## config.mk

```make
export PLATFORM = sky130hd
export DESIGN_NAME = charger_setpoint_decoder
export DESIGN_NICKNAME = d
export VERILOG_FILES = /design/src/verilog/sync_bank.v /design/src/verilog/setpoint_clamp.v /design/src/verilog/charger_setpoint_decoder.v
export VERILOG_INCLUDE_DIRS = /design/src /design/src/verilog
export SDC_FILE = /design/constraint.sdc
export NUM_CORES = 1
export LEC_CHECK = 0
export BUFFER_PORTS_ARGS = -buffer_cell sky130_fd_sc_hd__buf_2
export CAP_MARGIN = 20
export CORE_ASPECT_RATIO = 1.5
export CORE_MARGIN = 3
export CORE_UTILIZATION = 40
export CTS_BUF_LIST = sky130_fd_sc_hd__clkbuf_4
export DETAILED_ROUTE_END_ITERATION = 8
export HOLD_SLACK_MARGIN = 0.12
export RECOVER_POWER = 25
export SLEW_MARGIN = 15
export SYNTH_ARGS = -nofsm -noshare
export SYNTH_HDL_FRONTEND = slang
export SYNTH_HIERARCHICAL = 1
export SYNTH_SLANG_ARGS = --single-unit
```

## constraint.sdc

```tcl
create_clock -name pclk -period 3.6 [get_ports pclk]
set_clock_uncertainty 0.1 [all_clocks]
set_input_delay 0 -clock pclk [delete_from_list [all_inputs] [get_ports pclk]]
set_output_delay 0 -clock pclk [all_outputs]
set_load 0.01 [all_outputs]
```

## src/verilog/charger_setpoint_map.vh

```
// Register map, field positions, reset values and decode limits of the
// charger setpoint decoder.
// Assumes it is included by its bare name from the design files.
//
// What this block does
// - Charge-voltage word is millivolts; drop 4 LSBs, next 11 bits form voltage code.
// - Charge-voltage requests above 19.200 V saturate to exactly 19.200 V.
// - Charge-voltage requests below 1.024 V give zero setpoint and stop charging.
// - Charge-current word is milliamps; drop 7 LSBs, next 6 bits form current code.
// - Charge-current requests above 8.064 A are limited to 8.064 A.
// - Nonzero charge-current requests from 1 mA to 128 mA become 128 mA.
// - After power-on reset the charge current stands at 128 mA until rewritten.
// - Effective voltage is the smaller of setpoint and the voltage ceiling input.
// - Effective current is the smaller of setpoint and the current ceiling input.
// - Current loop governs below the voltage setpoint, voltage loop once it is reached.
// - Source loop takes control when load plus charger input exceeds the limit.
// - Source and load switch drives follow adapter presence, power fail and the conditioning cycle.
// - On host command a conditioning cycle discharges the battery, then recharges.
// - Adapter present whenever input supply sense exceeds 7.5 V.
// - Power fail whenever input supply is below battery plus 0.3 V.
// - Battery present whenever thermistor is below 0.91 of logic supply.
// - Battery undervoltage whenever battery is below 2.5 V.
// - Logic-supply undervoltage whenever logic supply is below 2.5 V.
// - State word bits 15, 14, 13 show adapter, battery present, power fail.
// - Battery undervoltage cuts current to 128 mA, setpoint kept; resume above 2.7 V.
// - Logic undervoltage ignores bus writes, stops charging, returns to reset state.
`ifndef CHARGER_SETPOINT_MAP_VH
`define CHARGER_SETPOINT_MAP_VH

// ------------------------------------------------------------------
// Register byte offsets
// ------------------------------------------------------------------
`define OFS_VOLT_SET    12'h000
`define OFS_CURR_SET    12'h004
`define OFS_STATE_WORD  12'h008
`define OFS_CONTROL     12'h00c
`define OFS_ID          12'h010

// ------------------------------------------------------------------
// Reset values and identity
// ------------------------------------------------------------------
`define RST_VOLT_SET    16'h0000
`define RST_CURR_SET    16'h0080
`define ID_VALUE        16'h5a01

// ------------------------------------------------------------------
// Decode limits in millivolts, milliamps and DAC codes
// ------------------------------------------------------------------
`define VOLT_MAX_MV     16'h4b00
`define VOLT_MIN_MV     16'h0400
`define VOLT_MAX_CODE   11'h4b0
`define VOLT_LSB_POS    4
`define VOLT_MSB_POS    14
`define CURR_MAX_MA     16'h1f80
`define CURR_LSB_POS    7
`define CURR_MSB_POS    12
`define CURR_MAX_CODE   6'h3f
`define CURR_FLOOR_CODE 6'h01

// ------------------------------------------------------------------
// State word and control field positions
// ------------------------------------------------------------------
`define ST_ADAPTER      15
`define ST_BATTERY      14
`define ST_PWR_FAIL     13
`define ST_BATTERY_SENSE_UV      12
`define ST_LOGIC_UV     11
`define ST_COND_RUN     10
`define ST_COND_DONE    9
`define ST_CHARGING     3
`define ST_LOOP_SRC     2
`define ST_LOOP_VOLT    1
`define ST_LOOP_CURR    0
`define CTL_COND_START  0
`define CTL_DONE_CLR    1

`endif

```

## src/verilog/sync_bank.v

```verilog
// Bank of two-flop synchronisers for slow level inputs.
// Assumes each input is a level from outside the pclk domain.
`timescale 1ns/1ps
module sync_bank #(
   parameter WIDTH = 6
) (
   input  wire             pclk,
   input  wire             presetn,
   input  wire [WIDTH-1:0] async_in,
   output wire [WIDTH-1:0] sync_out
);

   // ------------------------------------------------------------------
   // Synchroniser chain
   // ------------------------------------------------------------------
   genvar i;
   generate
      for (i = 0; i < WIDTH; i = i + 1) begin : g_sync
         reg meta_q;
         reg stable_q;
         // First flop feeds only the second flop.
         always @(posedge pclk or negedge presetn) begin
            if (!presetn) begin
               meta_q   <= 1'b0;
               stable_q <= 1'b0;
            end else begin
               meta_q   <= async_in[i];
               stable_q <= meta_q;
            end
         end
         assign sync_out[i] = stable_q;
      end
   endgenerate

endmodule // sync_bank

```

## src/verilog/setpoint_clamp.v

```verilog
// Picks the smaller of a programmed code and a ceiling code.
// Assumes both codes share one scale and are from the pclk domain.
`timescale 1ns/1ps
module setpoint_clamp #(
   parameter WIDTH = 11
) (
   input  wire [WIDTH-1:0] setpoint,
   input  wire [WIDTH-1:0] ceiling,
   output wire [WIDTH-1:0] effective
);

   // ------------------------------------------------------------------
   // Minimum selection
   // ------------------------------------------------------------------
   // The ceiling only ever lowers the programmed value.
   assign effective = (ceiling < setpoint) ? ceiling : setpoint;

endmodule // setpoint_clamp

```

## src/verilog/charger_setpoint_decoder.v

```verilog
// Charger setpoint decoder: APB registers, setpoint decode, ceiling
// clamps, loop arbitration, operating states and power-switch selection.
// Assumes comparator and ceiling inputs come from the analog side,
// asynchronous to pclk, and that the ceiling codes change slowly.
`timescale 1ns/1ps
`include "charger_setpoint_map.vh"
module charger_setpoint_decoder (
   input  wire        pclk,
   input  wire        presetn,
   // APB slave.
   input  wire        psel,
   input  wire        penable,
   input  wire        pwrite,
   input  wire [11:0] paddr,
   input  wire [31:0] pwdata,
   output reg  [31:0] prdata,
   output reg         pready,
   output reg         pslverr,
   // Comparator levels from the analog side.
   input  wire        input_supply_above_adapter,
   input  wire        input_supply_below_battery,
   input  wire        thermistor_below_present,
   input  wire        battery_below_uv,
   input  wire        battery_above_resume,
   input  wire        logic_supply_below_uv,
   input  wire        battery_at_setpoint,
   input  wire        source_over_limit,
   // Ceiling codes from the limit inputs, already in DAC units.
   input  wire [10:0] voltage_ceiling_input,
   input  wire [5:0]  current_ceiling_input,
   // Converter and switch controls.
   output reg  [10:0] voltage_dac_code,
   output reg  [5:0]  current_dac_code,
   output reg         charge_enable,
   output reg         voltage_loop,
   output reg         charge_current_loop,
   output reg         source_current_loop,
   output reg         source_switch_drive,
   output reg         load_switch_drive,
   output reg         adapter_present_flag
);

   // ------------------------------------------------------------------
   // Address decode helper
   // ------------------------------------------------------------------
   // Matches a word-aligned offset against the bus address.
   function addr_hit;
      input [11:0] addr;
      input [11:0] ofs;
      begin
         addr_hit = (addr[11:2] == ofs[11:2]);
      end
   endfunction

   // ------------------------------------------------------------------
   // Declarations
   // ------------------------------------------------------------------
   wire [7:0]  cmp_sync;
   wire [16:0] ceil_sync;
   wire        adapter_s;
   wire        pwr_fail_s;
   wire        battery_sense_here_s;
   wire        battery_sense_low_s;
   wire        battery_sense_ok_s;
   wire        logic_uv_s;
   wire        at_setpoint_s;
   wire        over_limit_s;
   wire [10:0] volt_ceil_s;
   wire [5:0]  curr_ceil_s;
   wire [10:0] volt_eff;
   wire [5:0]  curr_eff;
   wire        setup_phase;
   wire        access_ok;
   wire        wr_ok;
   wire        mapped;

   reg  [15:0] volt_set_q;
   reg  [15:0] curr_set_q;
   reg         battery_sense_uv_q;
   reg         logic_uv_q;
   reg         cond_run_q;
   reg         cond_done_q;
   reg  [10:0] volt_code;
   reg  [5:0]  curr_code;
   reg  [5:0]  curr_comp;
   reg         volt_stop;
   reg         run_d;
   reg  [15:0] state_word;
   reg  [31:0] rdata_d;

   // ------------------------------------------------------------------
   // Input synchronisation
   // ------------------------------------------------------------------
   // All comparator levels pass two flops before any decision.
   sync_bank #(
      .WIDTH    (8)
   ) u_cmp_sync (
      .pclk     (pclk),
      .presetn  (presetn),
      .async_in ({source_over_limit, battery_at_setpoint, logic_supply_below_uv,
                  battery_above_resume, battery_below_uv, thermistor_below_present,
                  input_supply_below_battery, input_supply_above_adapter}),
      .sync_out (cmp_sync)
   );

   // The ceiling codes are quasi-static levels and take the same path.
   sync_bank #(
      .WIDTH    (17)
   ) u_ceil_sync (
      .pclk     (pclk),
      .presetn  (presetn),
      .async_in ({current_ceiling_input, voltage_ceiling_input}),
      .sync_out (ceil_sync)
   );

   // Named views of the synchronised levels.
   assign adapter_s     = cmp_sync[0];
   assign pwr_fail_s    = cmp_sync[1];
   assign battery_sense_here_s   = cmp_sync[2];
   assign battery_sense_low_s    = cmp_sync[3];
   assign battery_sense_ok_s     = cmp_sync[4];
   assign logic_uv_s    = cmp_sync[5];
   assign at_setpoint_s = cmp_sync[6];
   assign over_limit_s  = cmp_sync[7];
   assign volt_ceil_s   = ceil_sync[10:0];
   assign curr_ceil_s   = ceil_sync[16:11];

   // ------------------------------------------------------------------
   // APB decode
   // ------------------------------------------------------------------
   // Setup phase arms pready; the access phase then completes at once.
   assign setup_phase = psel & ~penable & ~pready;
   assign access_ok   = psel & penable & pready;
   assign wr_ok       = access_ok & pwrite & ~logic_uv_q;
   assign mapped      = addr_hit(paddr, `OFS_VOLT_SET) | addr_hit(paddr, `OFS_CURR_SET) |
                        addr_hit(paddr, `OFS_STATE_WORD) | addr_hit(paddr, `OFS_CONTROL) |
                        addr_hit(paddr, `OFS_ID);

   // ------------------------------------------------------------------
   // Setpoint registers
   // ------------------------------------------------------------------
   // Setpoints return to power-on values while the logic supply is low,
   // so recovery starts from the reset state.
   always @(posedge pclk or negedge presetn) begin
      if (!presetn) begin
         volt_set_q <= `RST_VOLT_SET;
         curr_set_q <= `RST_CURR_SET;
      end else if (logic_uv_q) begin
         volt_set_q <= `RST_VOLT_SET;
         curr_set_q <= `RST_CURR_SET;
      end else if (wr_ok) begin
         if (addr_hit(paddr, `OFS_VOLT_SET)) begin
            volt_set_q <= pwdata[15:0];
         end
         if (addr_hit(paddr, `OFS_CURR_SET)) begin
            curr_set_q <= pwdata[15:0];
         end
      end
   end

   // ------------------------------------------------------------------
   // Operating states
   // ------------------------------------------------------------------
   // Battery undervoltage has hysteresis: set below the low threshold,
   // cleared only once the battery climbs above the resume threshold.
   always @(posedge pclk or negedge presetn) begin
      if (!presetn) begin
         battery_sense_uv_q  <= 1'b0;
         logic_uv_q <= 1'b0;
      end else begin
         logic_uv_q <= logic_uv_s;
         if (battery_sense_low_s) begin
            battery_sense_uv_q <= 1'b1;
         end else if (battery_sense_ok_s) begin
            battery_sense_uv_q <= 1'b0;
         end
      end
   end

   // ------------------------------------------------------------------
   // Conditioning cycle
   // ------------------------------------------------------------------
   // A start command isolates the adapter; the discharge ends when the
   // battery reaches undervoltage, which marks full depth of discharge.
   // The done flag is set by hardware and cleared by a write of one;
   // a set in the same cycle as the clear wins.
   always @(posedge pclk or negedge presetn) begin
      if (!presetn) begin
         cond_run_q  <= 1'b0;
         cond_done_q <= 1'b0;
      end else if (logic_uv_q) begin
         cond_run_q  <= 1'b0;
         cond_done_q <= 1'b0;
      end else begin
         if (cond_run_q && battery_sense_uv_q) begin
            cond_run_q <= 1'b0;
         end else if (wr_ok && addr_hit(paddr, `OFS_CONTROL) && pwdata[`CTL_COND_START]) begin
            cond_run_q <= 1'b1;
         end
         if (cond_run_q && battery_sense_uv_q) begin
            cond_done_q <= 1'b1;
         end else if (wr_ok && addr_hit(paddr, `OFS_CONTROL) && pwdata[`CTL_DONE_CLR]) begin
            cond_done_q <= 1'b0;
         end
      end
   end

   // ------------------------------------------------------------------
   // Setpoint decode
   // ------------------------------------------------------------------
   // Voltage: millivolt word, saturating high, zero below the floor.
   always @* begin
      volt_stop = 1'b0;
      if (volt_set_q > `VOLT_MAX_MV) begin
         volt_code = `VOLT_MAX_CODE;
      end else if (volt_set_q < `VOLT_MIN_MV) begin
         volt_code = 11'h000;
         volt_stop = 1'b1;
      end else begin
         volt_code = volt_set_q[`VOLT_MSB_POS:`VOLT_LSB_POS];
      end
   end

   // Current: milliamp word, saturating high, small nonzero words floored,
   // zero kept as an explicit off request.
   always @* begin
      if (curr_set_q == 16'h0000) begin
         curr_code = 6'h00;
      end else if (curr_set_q > `CURR_MAX_MA) begin
         curr_code = `CURR_MAX_CODE;
      end else if (curr_set_q[`CURR_MSB_POS:`CURR_LSB_POS] == 6'h00) begin
         curr_code = `CURR_FLOOR_CODE;
      end else begin
         curr_code = curr_set_q[`CURR_MSB_POS:`CURR_LSB_POS];
      end
   end

   // Battery undervoltage cuts compliance without touching the setpoint.
   always @* begin
      if (battery_sense_uv_q && (curr_code > `CURR_FLOOR_CODE)) begin
         curr_comp = `CURR_FLOOR_CODE;
      end else begin
         curr_comp = curr_code;
      end
   end

   // ------------------------------------------------------------------
   // Ceiling clamps
   // ------------------------------------------------------------------
   setpoint_clamp #(
      .WIDTH     (11)
   ) u_volt_clamp (
      .setpoint  (volt_code),
      .ceiling   (volt_ceil_s),
      .effective (volt_eff)
   );

   setpoint_clamp #(
      .WIDTH     (6)
   ) u_curr_clamp (
      .setpoint  (curr_comp),
      .ceiling   (curr_ceil_s),
      .effective (curr_eff)
   );

   // ------------------------------------------------------------------
   // Charge permission
   // ------------------------------------------------------------------
   // Charging needs an adapter, headroom, a battery, a live logic supply,
   // nonzero setpoints and no conditioning discharge in progress.
   always @* begin
      run_d = adapter_s & ~pwr_fail_s & battery_sense_here_s & ~logic_uv_q & ~volt_stop &
              (volt_eff != 11'h000) & (curr_eff != 6'h00) & ~cond_run_q;
   end

   // ------------------------------------------------------------------
   // Converter outputs and loop arbitration
   // ------------------------------------------------------------------
   // Source loop has top priority, then the voltage loop once the
   // battery reaches its setpoint, otherwise the current loop.
   always @(posedge pclk or negedge presetn) begin
      if (!presetn) begin
         voltage_dac_code    <= 11'h000;
         current_dac_code    <= 6'h00;
         charge_enable       <= 1'b0;
         voltage_loop        <= 1'b0;
         charge_current_loop <= 1'b0;
         source_current_loop <= 1'b0;
      end else begin
         voltage_dac_code    <= run_d ? volt_eff : 11'h000;
         current_dac_code    <= run_d ? curr_eff : 6'h00;
         charge_enable       <= run_d;
         source_current_loop <= run_d & over_limit_s;
         voltage_loop        <= run_d & ~over_limit_s & at_setpoint_s;
         charge_current_loop <= run_d & ~over_limit_s & ~at_setpoint_s;
      end
   end

   // ------------------------------------------------------------------
   // Power-source selection
   // ------------------------------------------------------------------
   // The adapter feeds the system when present and above the battery;
   // otherwise, or while conditioning, the battery feeds the load.
   // The two drives are complementary so the sources never short.
   always @(posedge pclk or negedge presetn) begin
      if (!presetn) begin
         source_switch_drive  <= 1'b0;
         load_switch_drive    <= 1'b0;
         adapter_present_flag <= 1'b0;
      end else begin
         source_switch_drive  <= adapter_s & ~pwr_fail_s & ~cond_run_q;
         load_switch_drive    <= ~(adapter_s & ~pwr_fail_s & ~cond_run_q);
         adapter_present_flag <= adapter_s;
      end
   end

   // ------------------------------------------------------------------
   // State word
   // ------------------------------------------------------------------
   always @* begin
      state_word                = 16'h0000;
      state_word[`ST_ADAPTER]   = adapter_s;
      state_word[`ST_BATTERY]   = battery_sense_here_s;
      state_word[`ST_PWR_FAIL]  = pwr_fail_s;
      state_word[`ST_BATTERY_SENSE_UV]   = battery_sense_uv_q;
      state_word[`ST_LOGIC_UV]  = logic_uv_q;
      state_word[`ST_COND_RUN]  = cond_run_q;
      state_word[`ST_COND_DONE] = cond_done_q;
      state_word[`ST_CHARGING]  = charge_enable;
      state_word[`ST_LOOP_SRC]  = source_current_loop;
      state_word[`ST_LOOP_VOLT] = voltage_loop;
      state_word[`ST_LOOP_CURR] = charge_current_loop;
   end

   // ------------------------------------------------------------------
   // Read data mux
   // ------------------------------------------------------------------
   always @* begin
      rdata_d = 32'h0000_0000;
      if (addr_hit(paddr, `OFS_VOLT_SET)) begin
         rdata_d[15:0] = volt_set_q;
      end else if (addr_hit(paddr, `OFS_CURR_SET)) begin
         rdata_d[15:0] = curr_set_q;
      end else if (addr_hit(paddr, `OFS_STATE_WORD)) begin
         rdata_d[15:0] = state_word;
      end else if (addr_hit(paddr, `OFS_CONTROL)) begin
         rdata_d[`CTL_COND_START] = cond_run_q;
      end else if (addr_hit(paddr, `OFS_ID)) begin
         rdata_d[15:0] = `ID_VALUE; // Arbitrary identity value.
      end
   end

   // ------------------------------------------------------------------
   // APB response
   // ------------------------------------------------------------------
   // Every transfer completes with no wait state. Unmapped addresses and
   // writes during logic undervoltage answer with an error.
   always @(posedge pclk or negedge presetn) begin
      if (!presetn) begin
         pready  <= 1'b0;
         pslverr <= 1'b0;
         prdata  <= 32'h0000_0000;
      end else if (setup_phase) begin
         pready  <= 1'b1;
         pslverr <= ~mapped | (pwrite & logic_uv_q);
         prdata  <= pwrite ? 32'h0000_0000 : rdata_d;
      end else begin
         pready  <= 1'b0;
         pslverr <= 1'b0;
         prdata  <= 32'h0000_0000;
      end
   end

endmodule // charger_setpoint_decoder

```

## Word-level counts from Yosys, hierarchy flattened

Index checks and enable logic that the tools add are counted.

| storage, ports and cells | value |
|---|---|
| bits of input ports | 74 |
| bits in registers | 144 |
| word-level logic and storage cells | 166 |
| output and inout bits | 58 |

| cells by class | value |
|---|---|
| bitwise gates (word level) | 34 |
| reduce and logical (&&, ||, !) cells | 18 |
| multiplexer cells | 36 |
| equal/unequal tests | 4 |
| order comparisons | 6 |

Operators with widths:

| operator | count |
|---|---|
| $mux 16 | 11 |
| $mux 11 | 4 |
| $mux 6 | 6 |
| $mux 15 | 2 |
| $eq 10x2->1 const B | 2 |
| $and 1x1->1 | 19 |
| $gt 16x13->1 const B | 1 |
| $gt 16x15->1 const B | 1 |
| $logic_not 16->1 | 1 |
| $lt 16x11->1 const B | 1 |
| $mux 1 | 13 |
| $lt 11x11->1 | 1 |
| $reduce_bool 11->1 | 1 |
| $eq 10x1->1 const B | 1 |
| $eq 10x3->1 const B | 1 |
| $logic_not 10->1 | 1 |
| $not 1->1 | 10 |
| $reduce_bool 2->1 | 4 |
| $gt 6x1->1 const B | 1 |
| $logic_not 6->1 | 1 |
| $lt 6x6->1 | 1 |
| $reduce_bool 3->1 | 2 |
| $reduce_bool 6->1 | 1 |
| $logic_and 1x1->1 | 5 |
| 2 further kinds | 7 |

## Depth between registers and ports, before layout

Gate-level depths: netlist of the first run.

| depth | value |
|---|---|
| depth in word-level cells | 14 |
| mapped depth | 17 |
| mapped depth without buffers | 14 |

## Modules after synthesis

The synthesis of the first run kept the hierarchy.

Modules (own cells, without submodules):

| module | area an instance (µm²) | seq. area each (µm²) | instances | cells an instance |
|---|---|---|---|---|
| charger_setpoint_decoder | 3702.3 | 1953.1 | 1 | 353 |
| sync_bank at u_ceil_sync | 978.4 | 850.8 | 1 | 51 |
| sync_bank at u_cmp_sync | 460.4 | 400.4 | 1 | 24 |
| setpoint_clamp at u_volt_clamp | 435.4 | 0.0 | 1 | 48 |
| setpoint_clamp at u_curr_clamp | 198.9 | 0.0 | 1 | 23 |

## Worst setup path after synthesis of the first run

OpenSTA, ideal clock, no wires.

| timing path | value |
|---|---|
| path type | reg-to-reg |
| from | register volt_set_q[12] |
| to | register current_dac_code[0] |
| cell stages (with the launch flop) | 18 |
| required time | 3.381 ns |
| buffers on the path | 3 |
| data arrival time | 3.546 ns |
| setup time | 0.119 ns |
| path slack | -0.165 ns |
| cell sequence | dfrtp_1 or4_1 o211ai_1 a21oi_1 and2_1 inv_1 ha_1 a21oi_1 o21ai_0 a211oi_2 buf_6 mux2_4 nor4_1 nand3_1 and4_1 clkbuf_1 clkbuf_1 and2_1 |

| between the ends | value |
|---|---|
| word-level cells in the longest chain between the ends | 10 |
| elaborated cells on any way between the ends | 15 |
| classes of those cells | order compare (3); mux (6); bitwise (5); reduce/logical (1) |

RTL lines:

| what | line | text |
|---|---|---|
| from (decl) | charger_setpoint_decoder.v:77 | `reg [15:0] volt_set_q;` |
| from (signal assigned) | charger_setpoint_decoder.v:146 | `` volt_set_q <= `RST_VOLT_SET; `` |
| from (signal assigned) | charger_setpoint_decoder.v:149 | `` volt_set_q <= `RST_VOLT_SET; `` |
| from (signal assigned) | charger_setpoint_decoder.v:153 | `volt_set_q <= pwdata[15:0];` |
| $lt 16x11->1 (no line) | -- |  |
| $mux 11 | charger_setpoint_decoder.v:216 | `` end else if (volt_set_q < `VOLT_MIN_MV) begin `` |
| $mux 11 (*) | charger_setpoint_decoder.v:214 | `` if (volt_set_q > `VOLT_MAX_MV) begin `` |
| via volt_code[2] | charger_setpoint_decoder.v:83 | `reg [10:0] volt_code;` |
| $lt 11x11->1 (*) | setpoint_clamp.v:16 | `assign effective = (ceiling < setpoint) ? ceiling : setpoint;` |
| $mux 11 (*) | setpoint_clamp.v:16 |  |
| via volt_eff[3] | charger_setpoint_decoder.v:70 | `wire [10:0] volt_eff;` |
| $reduce_bool 11->1 (*) | charger_setpoint_decoder.v:273 | `(volt_eff != 11'h000) & (curr_eff != 6'h00) & ~cond_run_q;` |
| $and 1x1->1 (*) | charger_setpoint_decoder.v:272 | `run_d = adapter_s & ~pwr_fail_s & battery_sense_here_s & ~logic_uv_q & ~volt_stop &` |
| $and 1x1->1 (*) (2 in a row) | charger_setpoint_decoder.v:273 |  |
| via run_d | charger_setpoint_decoder.v:87 | `reg run_d;` |
| $mux 6 (*) | charger_setpoint_decoder.v:291 | `current_dac_code <= run_d ? curr_eff : 6'h00;` |
| to (signal assigned) | charger_setpoint_decoder.v:291 |  |
| to (decl) | charger_setpoint_decoder.v:33 | `output reg [5:0] current_dac_code,` |

Mark *: on every way through the listed nets, which the timed path passes. The rest lies on a longest branch.
A chain may end at the register's enable or synchronous reset.

## Worst setup path after layout of the first run

| timing path | value |
|---|---|
| from | register volt_set_q[10] |
| to | register voltage_loop |

| between the ends | value |
|---|---|
| word-level cells in the longest chain between the ends | 11 |
| elaborated cells on any way between the ends | 16 |
| classes of those cells | order compare (3); mux (5); bitwise (7); reduce/logical (1) |

RTL lines:

| what | line | text |
|---|---|---|
| $lt 16x11->1 (no line) | -- |  |
| $mux 11 | charger_setpoint_decoder.v:216 |  |
| $mux 11 (*) | charger_setpoint_decoder.v:214 |  |
| via volt_code[2] | charger_setpoint_decoder.v:83 |  |
| $lt 11x11->1 (*) | setpoint_clamp.v:16 |  |
| $mux 11 (*) | setpoint_clamp.v:16 |  |
| via volt_eff[0] | charger_setpoint_decoder.v:70 |  |
| $reduce_bool 11->1 (*) | charger_setpoint_decoder.v:273 |  |
| $and 1x1->1 (*) | charger_setpoint_decoder.v:272 |  |
| $and 1x1->1 (*) (2 in a row) | charger_setpoint_decoder.v:273 |  |
| $and 1x1->1 (*) (2 in a row) | charger_setpoint_decoder.v:294 | `voltage_loop <= run_d & ~over_limit_s & at_setpoint_s;` |
| to (signal assigned) | charger_setpoint_decoder.v:294 |  |
| to (decl) | charger_setpoint_decoder.v:35 | `output reg voltage_loop,` |

Marked as above.

==> flow_summary.rst, run 1 <==
.. list-table::
   :header-rows: 1

   * - Metric
     - Value
   * - Result of the run
     - complete, but fails checks
   * - Failing checks
     - negative setup slack
   * - Count of maximum capacitance violations
     - 0
   * - Die area
     - 15900 sq um
   * - WP data required
     - 3900 ps
   * - Main combinational cell family by area after synthesis
     - simple AND/OR/NAND/NOR gates
   * - Post-synthesis share of cell area spent on xor and xnor gates
     - 0.152%
   * - Startpoint kind of the worst setup timing path
     - flip-flop
   * - Number of filler instances in the final layout
     - 1295
   * - Clock H-tree levels
     - 4
   * - Top-level port count
     - 132
   * - Combinational Power Share
     - 9.6%
   * - Detailed-router iteration count before antenna repair
     - 5
   * - Clock latency of the later-clocked register in the worst-skew pair
     - 510 ps
   * - Synth Area in Adders
     - 3.25%
   * - Count of placed standard cells in the final layout, fillers left out
     - 906
   * - Number of antenna violations at the first check in global routing
     - 1
   * - Final HPWL DP
     - 9.13 mm
   * - Synth Area per Inst
     - 11.6 sq um
   * - Switching Fraction
     - 23.3%
   * - Yosys warns
     - 6
   * - Min setup slack post-route
     - -27.1 ps
   * - Number of flops mapped to enable cells by yosys
     - 0
   * - Relative slew margins
     - 47.0%
   * - Data arrival time of the critical path
     - 3920 ps
   * - Count of buffers from port buffering
     - 97
   * - Tcrit/Tclk final
     - 101%
   * - Cell type with the largest total area after synthesis
     - sky130_fd_sc_hd__dfrtp_1
   * - Sum of overflow across all layers after global routing
     - 0
   * - FP Rows
     - 53
   * - Gate Count Post-Synth
     - 499
   * - Hold crit path type
     - input port to flip-flop
   * - Register share of total power
     - 52.8%
   * - Post-DR vias/cell
     - 4.75
   * - Total number of vias
     - 4300
   * - Worst-path fanout max
     - 5
   * - Peak supply drop
     - 0.216 mV
   * - Global-route wire length before repair
     - 23.0 mm
   * - Critical Path Sink Type
     - flip-flop
   * - Largest net degree at the start of global routing
     - 129
   * - Compound-cell area share of the yosys netlist
     - 6.17%
   * - Number of DRC violations after detailed routing
     - 0
   * - Fin Hold WS
     - 204 ps
   * - Floorplan die height
     - 153 microns
   * - Distinct cell type count after synthesis
     - 54
   * - Average wire per standard cell
     - 15.4 microns
   * - Final wirelength
     - 14.0 mm
   * - Basic-gate share of the synthesized area counting and, or, nand and nor cells
     - 15.3%
   * - Mapped Area
     - 5780 sq um
   * - Core Box Area
     - 14100 sq um
   * - Max clock buf depth
     - 2
   * - Prevailing post-synth register cell
     - sky130_fd_sc_hd__dfrtp_1
   * - Root buf cell
     - sky130_fd_sc_hd__clkbuf_4
   * - Share of layout cells above drive strength 1
     - 29.0%
   * - Multiplexer share of the synthesized area
     - 10.6%
   * - CTS tree
     - built
   * - Tmin final
     - 3630 ps
   * - Inst Count DP
     - 777
   * - Final RePlAce weighted congestion
     - 0.813
   * - Achievable clock frequency
     - 276 MHz
   * - Number of global-route vias before repair
     - 4661
   * - Clock Power Share
     - 37.6%
   * - Async SR Flop Fraction
     - 100%
   * - CP Class
     - flip-flop to flip-flop
   * - Total number of nets in the final design
     - 789
   * - Area growth syn-to-layout
     - 35.5%
   * - Measured slew at the worst slew-check pin
     - 793 ps
   * - Number of synthesized register bits
     - 128
   * - Unrepaired setup endpoints after global routing
     - true
   * - Count of final setup violators
     - 16
   * - Static leakage
     - 3.73 nW
   * - Final hold violation count
     - 0
   * - Summed negative setup slack over all endpoints
     - -245 ps
   * - Top cells by count, synth
     - sky130_fd_sc_hd__dfrtp_1, sky130_fd_sc_hd__nor2_1, sky130_fd_sc_hd__buf_4
   * - Share of the synthesized area in the top cell type
     - 55.0%
   * - Die boundary width
     - 104 microns
   * - Total power
     - 0.00282 W
   * - Top cells by area, synth
     - sky130_fd_sc_hd__dfrtp_1, sky130_fd_sc_hd__mux2i_1, sky130_fd_sc_hd__buf_4
   * - Most frequently used cell type in the post-synthesis netlist
     - sky130_fd_sc_hd__dfrtp_1
   * - Cts bufs inserted
     - 17
   * - Post-DRT Antenna Nets
     - 0
   * - Starting DRC count in detailed routing
     - 175
   * - Pwr Density
     - 360 nW/um^2
   * - Reg clk slew, reported paths
     - 110 ps
   * - Initial core utilization
     - 41.1%
   * - Global-route usage over all layers
     - 18.3%
   * - Number of pins exceeding their max-slew limit in the final report
     - 0
   * - Seq/Total Area, Yosys
     - 55.5%
   * - Design internal power
     - 0.00216 W
   * - Clock net sink count
     - 128
   * - NetSw
     - 0.000657 W
-- area by class of cell --
cell class / instances / area, sq um / area share [%]
clock inverter: 14 / 171 / 2.19
antenna: 1 / 2.50 / 0.0320
clock buffer: 18 / 135 / 1.73
multi-input combinational: 300 / 2290 / 29.2
timing repair buffer: 227 / 1690 / 21.6
tap: 192 / 240 / 3.07
inverter: 26 / 97.6 / 1.25
sequential: 128 / 3200 / 40.9
-- per-layer routing --
layer | track usage (%) | wire length [microns] | part of all wire, % | vias to the layer above
met3 | 4.77 | 657 | 4.7 | 19
met1 | 20.2 | 5600 | 40 | 2113
met5 | 0 | 0 | 0 | -
met4 | 7.79 | 315 | 2.3 | 0
met2 | 33.1 | 7390 | 53 | 126
li1 | - | - | - | 2042
-- state kept, by name, summed over array words and instances, names as in the netlist --
register / count
adapter_present_flag: 1
battery_sense_uv_q: 1
charge_current_loop: 1
charge_enable: 1
cond_done_q: 1
cond_run_q: 1
curr_set_q: 16
current_dac_code: 6
load_switch_drive: 1
logic_uv_q: 1
prdata: 16
pready: 1
pslverr: 1
source_current_loop: 1
source_switch_drive: 1
u_ceil_sync/g_sync.meta_q: 17
u_ceil_sync/g_sync.stable_q: 17
u_cmp_sync/g_sync.meta_q: 8
u_cmp_sync/g_sync.stable_q: 8
volt_set_q: 16
voltage_dac_code: 11
voltage_loop: 1
-- placed cells by master, fill, tap and decap left out, drive strengths merged, types with 16 or more instances in the layout --
cell type / count
a21oi: 19
clkbuf: 35
dfrtp: 127
and2: 25
mux2i: 37
inv: 26
buf: 119
nand2: 18
nor2: 53
conb: 16
dlygate4sd3: 91
mux2: 18
-- path summary, 6_finish.rpt --
| path | to | start | cells past startpoint | slack (ps) |
|---|---|---|---|---|
| worst max-delay path | voltage_loop$_DFF_PN0_ | volt_set_q[10]$_DFFE_PN0P_ | 15 | -30 |
| worst max register to register | voltage_loop$_DFF_PN0_ | volt_set_q[10]$_DFFE_PN0P_ | 15 | -30 |
| min in group asynchronous | prdata[6]$_DFF_PN0_ | presetn | 4 | 600 |
| worst min-delay path | volt_set_q[5]$_DFFE_PN0P_ | pwdata[5] | 4 | 200 |
| max in group asynchronous | volt_set_q[13]$_DFFE_PN0P_ | presetn | 4 | 2280 |
| worst min register to register | u_ceil_sync/g_sync[10].stable_q$_DFF_PN0_ | u_ceil_sync/g_sync[10].meta_q$_DFF_PN0_ | 0 | 250 |
-- critical path: stages (launching register included) --
cell and delay, ps:
sky130_fd_sc_hd__dfrtp_1 410, sky130_fd_sc_hd__or4_4 540, sky130_fd_sc_hd__o211ai_1 220, sky130_fd_sc_hd__a21oi_2 80, sky130_fd_sc_hd__and2_4 150, sky130_fd_sc_hd__inv_2 60, sky130_fd_sc_hd__ha_4 190, sky130_fd_sc_hd__a21oi_2 120
sky130_fd_sc_hd__o21ai_1 80, sky130_fd_sc_hd__a211oi_2 240, sky130_fd_sc_hd__buf_4 190, sky130_fd_sc_hd__mux2_4 320, sky130_fd_sc_hd__nor4_4 330, sky130_fd_sc_hd__nand3_2 140, sky130_fd_sc_hd__and4_4 200, sky130_fd_sc_hd__and3b_1 160
-- power groups by stage --
stage | clock network [W] | logic (W) | registers, W
6_report | 0.00106 | 0.000271 | 0.00149
5_1_grt | 0.00116 | 0.000297 | 0.00149
4_1_cts | 0.00110 | 0.000266 | 0.00149
3_5_place_dp | 0 | 0.000182 | 0.00151
3_3_place_gp | 0 | 0.000177 | 0.00151
2_1_floorplan | 0 | 0.000128 | 0.00151
-- stage by stage --
| stage | area [sq um] | worst slack (ps) | utilization [%] |
|---|---|---|---|
| finish | 7830 | -27.1 | 55.7 |
| global route | 7830 | -201 | 55.7 |
| CTS | 7790 | -29.3 | 55.4 |
| detailed placement | 6420 | -368 | 45.7 |
| global placement | 6420 | -324 | 45.7 |
| floorplan | 5840 | -44.4 | - |
-- timing repair --
item | in CTS | in global routing
pin swaps | 15 | 5
endpoints found under the setup margin | 18 | 21
hold buffers | 91 | 0
cloned | 2 | 0
buffers inserted | 3 | 0
hold endpoints to repair | 205 | 0
gates resized for setup | 25 | 10
-- logic make-up (layout without fill, tap and decap cells) --
kind of cell / count (synthesis) / after routing
adder cells (fa/ha/maj): 15 / 15
XOR/XNOR: 1 / 1
flip-flops: 128 / 128
multiplexers: 55 / 55
AO/OA/AOI/OAI: 52 / 52
other: 1 / 17
buffers and inverters: 88 / 285
AND/OR/NAND/NOR: 159 / 161
(Power assumes the default switching activity.)
==> run 2, diff against run 1 <==
--- a/config.mk
+++ b/config.mk
@@ -7,8 +7,9 @@
 export NUM_CORES = 1
 export LEC_CHECK = 0
+export ABC_AREA = 1
 export BUFFER_PORTS_ARGS = -buffer_cell sky130_fd_sc_hd__buf_2
 export CAP_MARGIN = 20
 export CORE_ASPECT_RATIO = 1.5
-export CORE_MARGIN = 3
+export CORE_MARGIN = 1
 export CORE_UTILIZATION = 40
 export CTS_BUF_LIST = sky130_fd_sc_hd__clkbuf_4
==> constraint.sdc (replaced) <==
create_clock -name pclk -period 3.6 [get_ports pclk]
set_clock_uncertainty 0.1 [all_clocks]
set_input_delay 0.72 -clock pclk [delete_from_list [all_inputs] [get_ports pclk]]
set_output_delay 0.72 -clock pclk [all_outputs]
set_load 0.01 [all_outputs]
==> flow_summary.rst, run 2 <==
.. list-table::
   :header-rows: 1

   * - Metric
     - Value
   * - Total number of vias
     - 4531 (+5.4%)
   * - Startpoint kind of the worst setup timing path
     - flip-flop
   * - Largest net degree at the start of global routing
     - 129 (unchanged)
   * - Count of final setup violators
     - 0 (-16)
   * - CTS tree
     - built
   * - Number of filler instances in the final layout
     - 1427 (+10%)
   * - Highest-count cells in the layout ignoring fill and taps
     - sky130_fd_sc_hd__nand2_1, sky130_fd_sc_hd__dfrtp_1, sky130_fd_sc_hd__buf_2
   * - Hold crit path type
     - input port to flip-flop
   * - Area growth syn-to-layout
     - 16.5%
   * - Global-route wire length before repair
     - 21.3 mm (-7.6%)
   * - Number of global-route vias before repair
     - 4449 (-4.5%)
   * - Data arrival time of the critical path
     - 3660 ps (-260 ps)
   * - Seq/Total Area, Yosys
     - 54.6% (-0.91 points)
   * - Met1 usage
     - 21.3% (+1.1 points)
   * - Final design utilization
     - 48.2% (-7.5 points)
   * - CTS Hold Buffers Added
     - 0 (-100%)
   * - Clock latency of the later-clocked register in the worst-skew pair
     - 510 ps (about the same)
   * - Synth Area per Inst
     - 9.09 sq um (-21%)
   * - Top Registers
     - u_ceil_sync/g_sync.meta_q x17, u_ceil_sync/g_sync.stable_q x17
   * - Die area
     - 15200 sq um (-4.8%)
   * - Final HPWL DP
     - 9.84 mm (+7.7%)
   * - Die boundary width
     - 101 microns (-3.1%)
   * - Number of flops mapped to enable cells by yosys
     - 0 (unchanged)
   * - Distinct cell type count after synthesis
     - 38 (-30%)
   * - Clock H-tree levels
     - 4 (unchanged)
   * - Reg clk slew, reported paths
     - 130 ps (+20 ps)
   * - Core Box Area
     - 14200 sq um (+0.94%)
   * - Summed negative setup slack over all endpoints
     - 0 ps (+245 ps)
   * - Grt peak-use layer
     - met2
   * - CP top delay family
     - simple AND/OR/NAND/NOR gates
   * - Unrepaired setup endpoints after global routing
     - false
   * - Async SR Flop Fraction
     - 100% (unchanged)
   * - Pwr Density
     - 444 nW/um^2 (+23%)
   * - Crit path cell chain
     - inv_2 > nand2_1 > inv_1 > nand3b_1 > nor2_1 > nand3_1 > nand2_2 > inv_4 > nor2_1 > inv_1 > ha_1 > a21oi_1 > nand2_1 > nand2_1 > nand3_4 > nand2_1 > nand2_1 > inv_1 > nand4_1 > nor3_1 > nand2_1 > nand3_2 > buf_6 > nor2_1
   * - Top cells by count, synth
     - sky130_fd_sc_hd__nand2_1, sky130_fd_sc_hd__dfrtp_1, sky130_fd_sc_hd__inv_1
   * - Cell with the largest stage delay on the worst path
     - sky130_fd_sc_hd__dfrtp_1
   * - Final RePlAce weighted congestion
     - 0.839 (+3.2%)
   * - Most frequently used cell type in the post-synthesis netlist
     - sky130_fd_sc_hd__nand2_1
   * - Starting DRC count in detailed routing
     - 174 (-0.57%)
   * - Design area
     - 6840 sq um (-13%)
   * - WP data required
     - 3890 ps (about the same)
   * - CP Class
     - flip-flop to flip-flop
   * - Total number of nets in the final design
     - 834 (+5.7%)
   * - Post-DR vias/cell
     - 4.76 (+0.39%)
   * - Number of antenna violations at the first check in global routing
     - 1 (unchanged)
   * - Worst path most repeated cell
     - sky130_fd_sc_hd__nand2_1
   * - Max clock buf depth
     - 2 (unchanged)
   * - Initial core utilization
     - 41.4% (+0.29 points)
   * - FP Rows
     - 53 (unchanged)
   * - Detailed-router iteration count before antenna repair
     - 6 (+1)
   * - Final hold violation count
     - 0 (unchanged)
   * - Top cells by area, synth
     - sky130_fd_sc_hd__dfrtp_1, sky130_fd_sc_hd__nand2_1, sky130_fd_sc_hd__buf_4
   * - Critical Path Sink Type
     - flip-flop
   * - Failing checks
     - max-capacitance violations, max-slew violations
   * - Share of layout cells above drive strength 1
     - 26.9% (-2.1 points)
   * - Average wire per standard cell
     - 14.0 microns (-8.9%)
   * - Final wirelength
     - 13.4 mm (-4.3%)
   * - CP bufs+invs
     - 6 (+4)
   * - Tmin final
     - 3370 ps (-261 ps)
   * - Worst-path fanout max
     - 8 (+3)
   * - Result of the run
     - complete, but fails checks
   * - Static leakage
     - 3.54 nW (-5.0%)
   * - Mapped Area
     - 5870 sq um (+1.7%)
   * - Tcrit/Tclk final
     - 93.5% (-7.2 points)
   * - M3 GR Usage
     - 3.34% (-1.4 points)
   * - Top-level port count
     - 132 (unchanged)
   * - Fin Hold WS
     - 199 ps (-4.94 ps)
   * - Root buf cell
     - sky130_fd_sc_hd__clkbuf_4
   * - Sum of overflow across all layers after global routing
     - 0 (unchanged)
   * - Cell type with the largest total area after synthesis
     - sky130_fd_sc_hd__dfrtp_1
   * - Measured slew at the worst slew-check pin
     - 2710 ps (+1920 ps)
   * - Number of DRC violations after detailed routing
     - 0 (unchanged)
   * - Cts bufs inserted
     - 17 (unchanged)
   * - Number of pins exceeding their max-slew limit in the final report
     - 129 (+129)
   * - Yosys warns
     - 6 (unchanged)
   * - Prevailing post-synth register cell
     - sky130_fd_sc_hd__dfrtp_1
   * - Global-route usage over all layers
     - 18.6% (+0.28 points)
   * - Dpl cell area
     - 6420 sq um (about the same)
   * - Floorplan die height
     - 150 microns (-1.8%)
   * - Post-DRT Antenna Nets
     - 0 (unchanged)
   * - Share of the synthesized area in the top cell type
     - 54.1% (-0.90 points)
   * - Relative slew margins
     - -80.9% (-130 points)
   * - Peak supply drop
     - 0.337 mV (+56%)
   * - Total power
     - 0.00304 W (+7.8%)
   * - Count of maximum capacitance violations
     - 1 (+1)
   * - Gate Count Post-Synth
     - 646 (+29%)
   * - Number of synthesized register bits
     - 128 (unchanged)
   * - Maximum single-stage delay on the critical path
     - 430 ps (-110 ps)
   * - Achievable clock frequency
     - 297 MHz (+7.7%)
   * - Most common library cell in the layout ignoring fill and taps
     - sky130_fd_sc_hd__nand2_1
   * - Global Route met2 Usage
     - 33.6% (+0.48 points)
   * - Count of buffers from port buffering
     - 97 (unchanged)
   * - Clock net sink count
     - 128 (unchanged)
[run 2: layout make-up]
type | instances | area, sq um | area share (%)
diodes | 1 | 2.50 | 0.0366
clock inverters | 15 | 193 | 2.82
repair buffers | 123 | 699 | 10.2
clock buffers | 17 | 128 | 1.87
flip-flops and latches | 128 | 3200 | 46.8
inverters | 89 | 337 | 4.92
well taps | 192 | 240 | 3.51
multi-input cells | 386 | 2040 | 29.8
[run 2: per-layer routing]
layer	vias up	share of wire, %
met3	17	3.7
li1	2215	-
met5	-	0
met2	130	54
met1	2169	40
met4	0	2.2
[run 2: where the power goes]
part / switching, W / internal, W / total (W)
logic: 0.000266 / 0.000158 / 0.000425
clock network: 0.000539 / 0.000548 / 0.00109
registers: 0.0000363 / 0.00149 / 0.00152
total: 0.000842 / 0.00219 / 0.00304
[run 2: logic make-up (layout without fill, tap and decap cells)]
logic type      after synthesis  in the layout  synth area share (%)
simple gates                273            273                  20.9
buf+inv                     147            244                  12.9
flops                       128            128                  54.6
compound gates               82             82                  8.35
fa+ha+maj                    15             15                  3.20
other cells                   1             17                0.0639
[run 2: path summary, 6_finish.rpt]
path / from / end / slack, ps / cells after the start
min reg2reg: u_ceil_sync/g_sync[8].meta_q$_DFF_PN0_ / u_ceil_sync/g_sync[8].stable_q$_DFF_PN0_ / 260 / 0
max in group asynchronous: presetn / prdata[0]$_DFF_PN0_ / 720 / 2
min: input_supply_below_battery / u_cmp_sync/g_sync[1].meta_q$_DFF_PN0_ / 200 / 1
max reg2reg: volt_set_q[13]$_DFFE_PN0P_ / voltage_dac_code[1]$_DFF_PN0_ / 230 / 24
min in group asynchronous: presetn / u_ceil_sync/g_sync[10].meta_q$_DFF_PN0_ / 1110 / 2
max: volt_set_q[13]$_DFFE_PN0P_ / voltage_dac_code[1]$_DFF_PN0_ / 230 / 24
[run 2: what timing repair did]
action | 4_1_cts | 5_1_grt
buffers inserted | 0 | 3
gates resized for setup | 2 | 28
setup endpoints to repair | 21 | 21
pin swaps | 0 | 7
[run 2: worst reg2reg max path: stages (launching register included)]
cell and delay (ps):
sky130_fd_sc_hd__dfrtp_1 430, sky130_fd_sc_hd__inv_2 90, sky130_fd_sc_hd__nand2_1 80, sky130_fd_sc_hd__inv_1 90, sky130_fd_sc_hd__nand3b_1 100, sky130_fd_sc_hd__nor2_1 120
sky130_fd_sc_hd__nand3_1 90, sky130_fd_sc_hd__nand2_2 110, sky130_fd_sc_hd__inv_4 60, sky130_fd_sc_hd__nor2_1 140, sky130_fd_sc_hd__inv_1 60, sky130_fd_sc_hd__ha_1 320
sky130_fd_sc_hd__a21oi_1 150, sky130_fd_sc_hd__nand2_1 70, sky130_fd_sc_hd__nand2_1 140, sky130_fd_sc_hd__nand3_4 140, sky130_fd_sc_hd__nand2_1 90, sky130_fd_sc_hd__nand2_1 50
sky130_fd_sc_hd__inv_1 80, sky130_fd_sc_hd__nand4_1 130, sky130_fd_sc_hd__nor3_1 190, sky130_fd_sc_hd__nand2_1 90, sky130_fd_sc_hd__nand3_2 130, sky130_fd_sc_hd__buf_6 160
sky130_fd_sc_hd__nor2_1 60
[run 2: through the flow]
stage / setup WS, ps / instances
after floorplan: 664 / 661
after global placement: -69.7 / 915
final: 234 / 951
after CTS: 15.4 / 947
after global routing: 23.8 / 951
after detailed placement: -51.9 / 915
==> run 3, diff against run 2 <==
Settings changed: CORE_MARGIN 1 to 2, SETUP_SLACK_MARGIN set to 0.5.
==> flow_summary.rst, run 3 (same netlist as run 2, synthesis figures left out) <==
.. list-table::
   :header-rows: 1

   * - Metric
     - Value
   * - Number of global-route vias before repair
     - 4628 (+4.0%)
   * - Tcrit/Tclk final
     - 92.3% (-1.2 points)
   * - Hold Crit Start
     - input_supply_above_adapter
   * - Root buf cell
     - sky130_fd_sc_hd__clkbuf_4
   * - Fin Hold WS
     - 185 ps (-14.3 ps)
   * - CTS tree
     - built
   * - Die boundary width
     - 103 microns (+2.0%)
   * - Count of maximum capacitance violations
     - 1 (unchanged)
   * - Clock latency of the later-clocked register in the worst-skew pair
     - 530 ps (+20 ps)
   * - Clock H-tree levels
     - 4 (unchanged)
   * - Startpoint kind of the worst setup timing path
     - flip-flop
   * - Post-DR vias/cell
     - 4.81 (+0.91%)
   * - Worst-path fanout max
     - 8 (unchanged)
   * - Largest net degree at the start of global routing
     - 66 (-49%)
   * - Peak supply drop
     - 0.191 mV (-43%)
   * - Total number of nets in the final design
     - 858 (+2.9%)
   * - Origin of the critical flop-to-flop path
     - volt_set_q[13]$_DFFE_PN0P_
   * - Result of the run
     - complete, but fails checks
   * - Unrepaired setup endpoints after global routing
     - true
   * - Min setup slack post-route
     - 277 ps (+43.2 ps)
   * - Final design utilization
     - 49.6% (+1.4 points)
   * - Cts bufs inserted
     - 17 (unchanged)
   * - Clock net sink count
     - 128 (unchanged)
   * - Design internal power
     - 0.00205 W (-6.3%)
   * - Tmin final
     - 3320 ps (-43.2 ps)
   * - Inst Count DP
     - 918 (+0.33%)
   * - Register share of total power
     - 51.5% (+1.3 points)
   * - Number of antenna violations at the first check in global routing
     - 1 (unchanged)
   * - Initial core utilization
     - 40.6% (-0.77 points)
   * - CP Class
     - flip-flop to flip-flop
   * - Reg clk slew, reported paths
     - 130 ps (about the same)
   * - Combinational Power Share
     - 17.6% (+3.6 points)
   * - Number of filler instances in the final layout
     - 1432 (+0.35%)
   * - Count of final setup violators
     - 0 (unchanged)
   * - Hold crit path type
     - input port to flip-flop
   * - Count of buffers from port buffering
     - 97 (unchanged)
   * - Floorplan die height
     - 152 microns (+1.3%)
   * - Final wirelength
     - 14.1 mm (+5.6%)
   * - Static leakage
     - 3.65 nW (+3.1%)
   * - Switching Fraction
     - 30.6% (+2.9 points)
   * - Starting DRC count in detailed routing
     - 267 (+53%)
   * - Crit path launch
     - volt_set_q[13]$_DFFE_PN0P_
   * - Critical Path Sink Type
     - flip-flop
   * - Total number of vias
     - 4707 (+3.9%)
   * - Average wire per standard cell
     - 14.4 microns (+2.6%)
   * - Share of layout cells above drive strength 1
     - 33.4% (+6.5 points)
   * - Die area
     - 15700 sq um (+3.3%)
   * - Dpl ws
     - 69.4 ps (+121 ps)
   * - CTS Hold Buffers Added
     - 0 (unchanged)
   * - WP data required
     - 3950 ps (+60 ps)
   * - Count of placed standard cells in the final layout, fillers left out
     - 979 (+2.9%)
   * - Area growth syn-to-layout
     - 22.2%
   * - Summed negative setup slack over all endpoints
     - 0 ps (unchanged)
   * - Measured slew at the worst slew-check pin
     - 1660 ps (-1060 ps)
   * - Highest-count cells in the layout ignoring fill and taps
     - sky130_fd_sc_hd__nand2_1, sky130_fd_sc_hd__dfrtp_1, sky130_fd_sc_hd__buf_2
   * - Core Box Area
     - 14500 sq um (+1.9%)
   * - Clock Power Share
     - 30.9% (-4.9 points)
   * - Sum of overflow across all layers after global routing
     - 0 (unchanged)
   * - Failing checks
     - max-capacitance violations, max-slew violations
   * - Number of pins exceeding their max-slew limit in the final report
     - 64 (-50%)
   * - Detailed-router iteration count before antenna repair
     - 7 (+1)
   * - Final hold violation count
     - 0 (unchanged)
   * - Final HPWL DP
     - 10.1 mm (+2.3%)
   * - Max clock buf depth
     - 2 (unchanged)
   * - Number of DRC violations after detailed routing
     - 0 (unchanged)
   * - Top Registers
     - u_ceil_sync/g_sync.meta_q x17, u_ceil_sync/g_sync.stable_q x17
   * - Post-DRT Antenna Nets
     - 0 (unchanged)
   * - NetSw
     - 0.000906 W (+7.6%)
   * - Final RePlAce weighted congestion
     - 0.887 (+5.8%)
   * - Data arrival time of the critical path
     - 3680 ps (+20 ps)
   * - Global-route wire length before repair
     - 22.1 mm (+3.7%)
   * - FP Rows
     - 54 (+1.9%)
   * - Top-level port count
     - 132 (unchanged)
   * - Global-route usage over all layers
     - 18.4% (-0.18 points)
   * - Achievable clock frequency
     - 301 MHz (+1.3%)
   * - Relative slew margins
     - -10.5% (+70 points)
   * - Pwr Density
     - 413 nW/um^2 (-7.0%)
[run 3: stage by stage]
stage | cell area [sq um] | power, W
after CTS | 7030 | 0.00296
after global placement | 6430 | 0.00195
after global routing | 7170 | 0.00313
after detailed placement | 6430 | 0.00196
final | 7170 | 0.00296
after floorplan | 5930 | 0.00182
[run 3: worst paths after layout]
path,slack (ps),cells after the start,to
setup / recovery,280,25,voltage_dac_code[6]$_DFF_PN0_
hold / removal,180,1,u_cmp_sync/g_sync[0].meta_q$_DFF_PN0_
setup reg to reg,280,25,voltage_dac_code[6]$_DFF_PN0_
hold reg to reg,250,0,u_cmp_sync/g_sync[4].stable_q$_DFF_PN0_
max in group asynchronous,1810,2,charge_current_loop$_DFF_PN0_
min in group asynchronous,510,1,u_ceil_sync/g_sync[16].stable_q$_DFF_PN0_
[run 3: repair_timing]
| item | 4_1_cts | 5_1_grt |
|---|---|---|
| pin swaps | 3 | 14 |
| resized for setup | 54 | 19 |
| cloned | 2 | 0 |
| setup endpoints to repair | 21 | 21 |
| buffers inserted | 18 | 8 |
[run 3: worst max-delay path, cell delays in order, from the launching register on]
cell	delay [ps]
sky130_fd_sc_hd__dfrtp_1	410
sky130_fd_sc_hd__inv_2	90
sky130_fd_sc_hd__nand2_2	80
sky130_fd_sc_hd__inv_2	60
sky130_fd_sc_hd__nand3b_1	130
sky130_fd_sc_hd__nor2_2	190
sky130_fd_sc_hd__nand3_2	110
sky130_fd_sc_hd__nand2_4	110
sky130_fd_sc_hd__inv_6	60
sky130_fd_sc_hd__nor2_4	90
sky130_fd_sc_hd__inv_2	40
sky130_fd_sc_hd__ha_1	300
sky130_fd_sc_hd__a21oi_1	140
sky130_fd_sc_hd__nand2_1	100
sky130_fd_sc_hd__nand2_2	110
sky130_fd_sc_hd__buf_6	140
sky130_fd_sc_hd__nand4_1	80
sky130_fd_sc_hd__nand2_1	90
sky130_fd_sc_hd__inv_2	40
sky130_fd_sc_hd__buf_4	120
sky130_fd_sc_hd__buf_4	120
sky130_fd_sc_hd__buf_4	120
sky130_fd_sc_hd__buf_4	120
sky130_fd_sc_hd__buf_4	120
sky130_fd_sc_hd__buf_4	120
sky130_fd_sc_hd__nor2_1	70
[run 3: per-layer routing]
layer  global-route usage [%]  routed length (microns)  up-vias
met5                        0                        0        -
met3                     3.72                      702       19
met4                     7.33                      337        0
met1                     20.8                     5330     2272
li1                         -                        -     2257
met2                     33.1                     7730      159
[run 3: area by class of cell]
| class | count | area, sq um | share of cell area (%) |
|---|---|---|---|
| sequential | 128 | 3200 | 44.7 |
| clock inverter | 15 | 138 | 1.92 |
| timing repair buffer | 147 | 925 | 12.9 |
| tap | 196 | 245 | 3.42 |
| inverter | 89 | 339 | 4.73 |
| clock buffer | 17 | 128 | 1.78 |
| antenna | 1 | 2.50 | 0.0349 |
| multi-input combinational | 386 | 2190 | 30.6 |
[run 3: power by group through the flow]
stage	logic, W	registers, W	clock network (W)
6_report	0.000522	0.00152	0.000914
5_1_grt	0.000582	0.00153	0.00102
4_1_cts	0.000492	0.00152	0.000948
3_5_place_dp	0.000412	0.00155	0
3_3_place_gp	0.000403	0.00155	0
2_1_floorplan	0.000282	0.00154	0
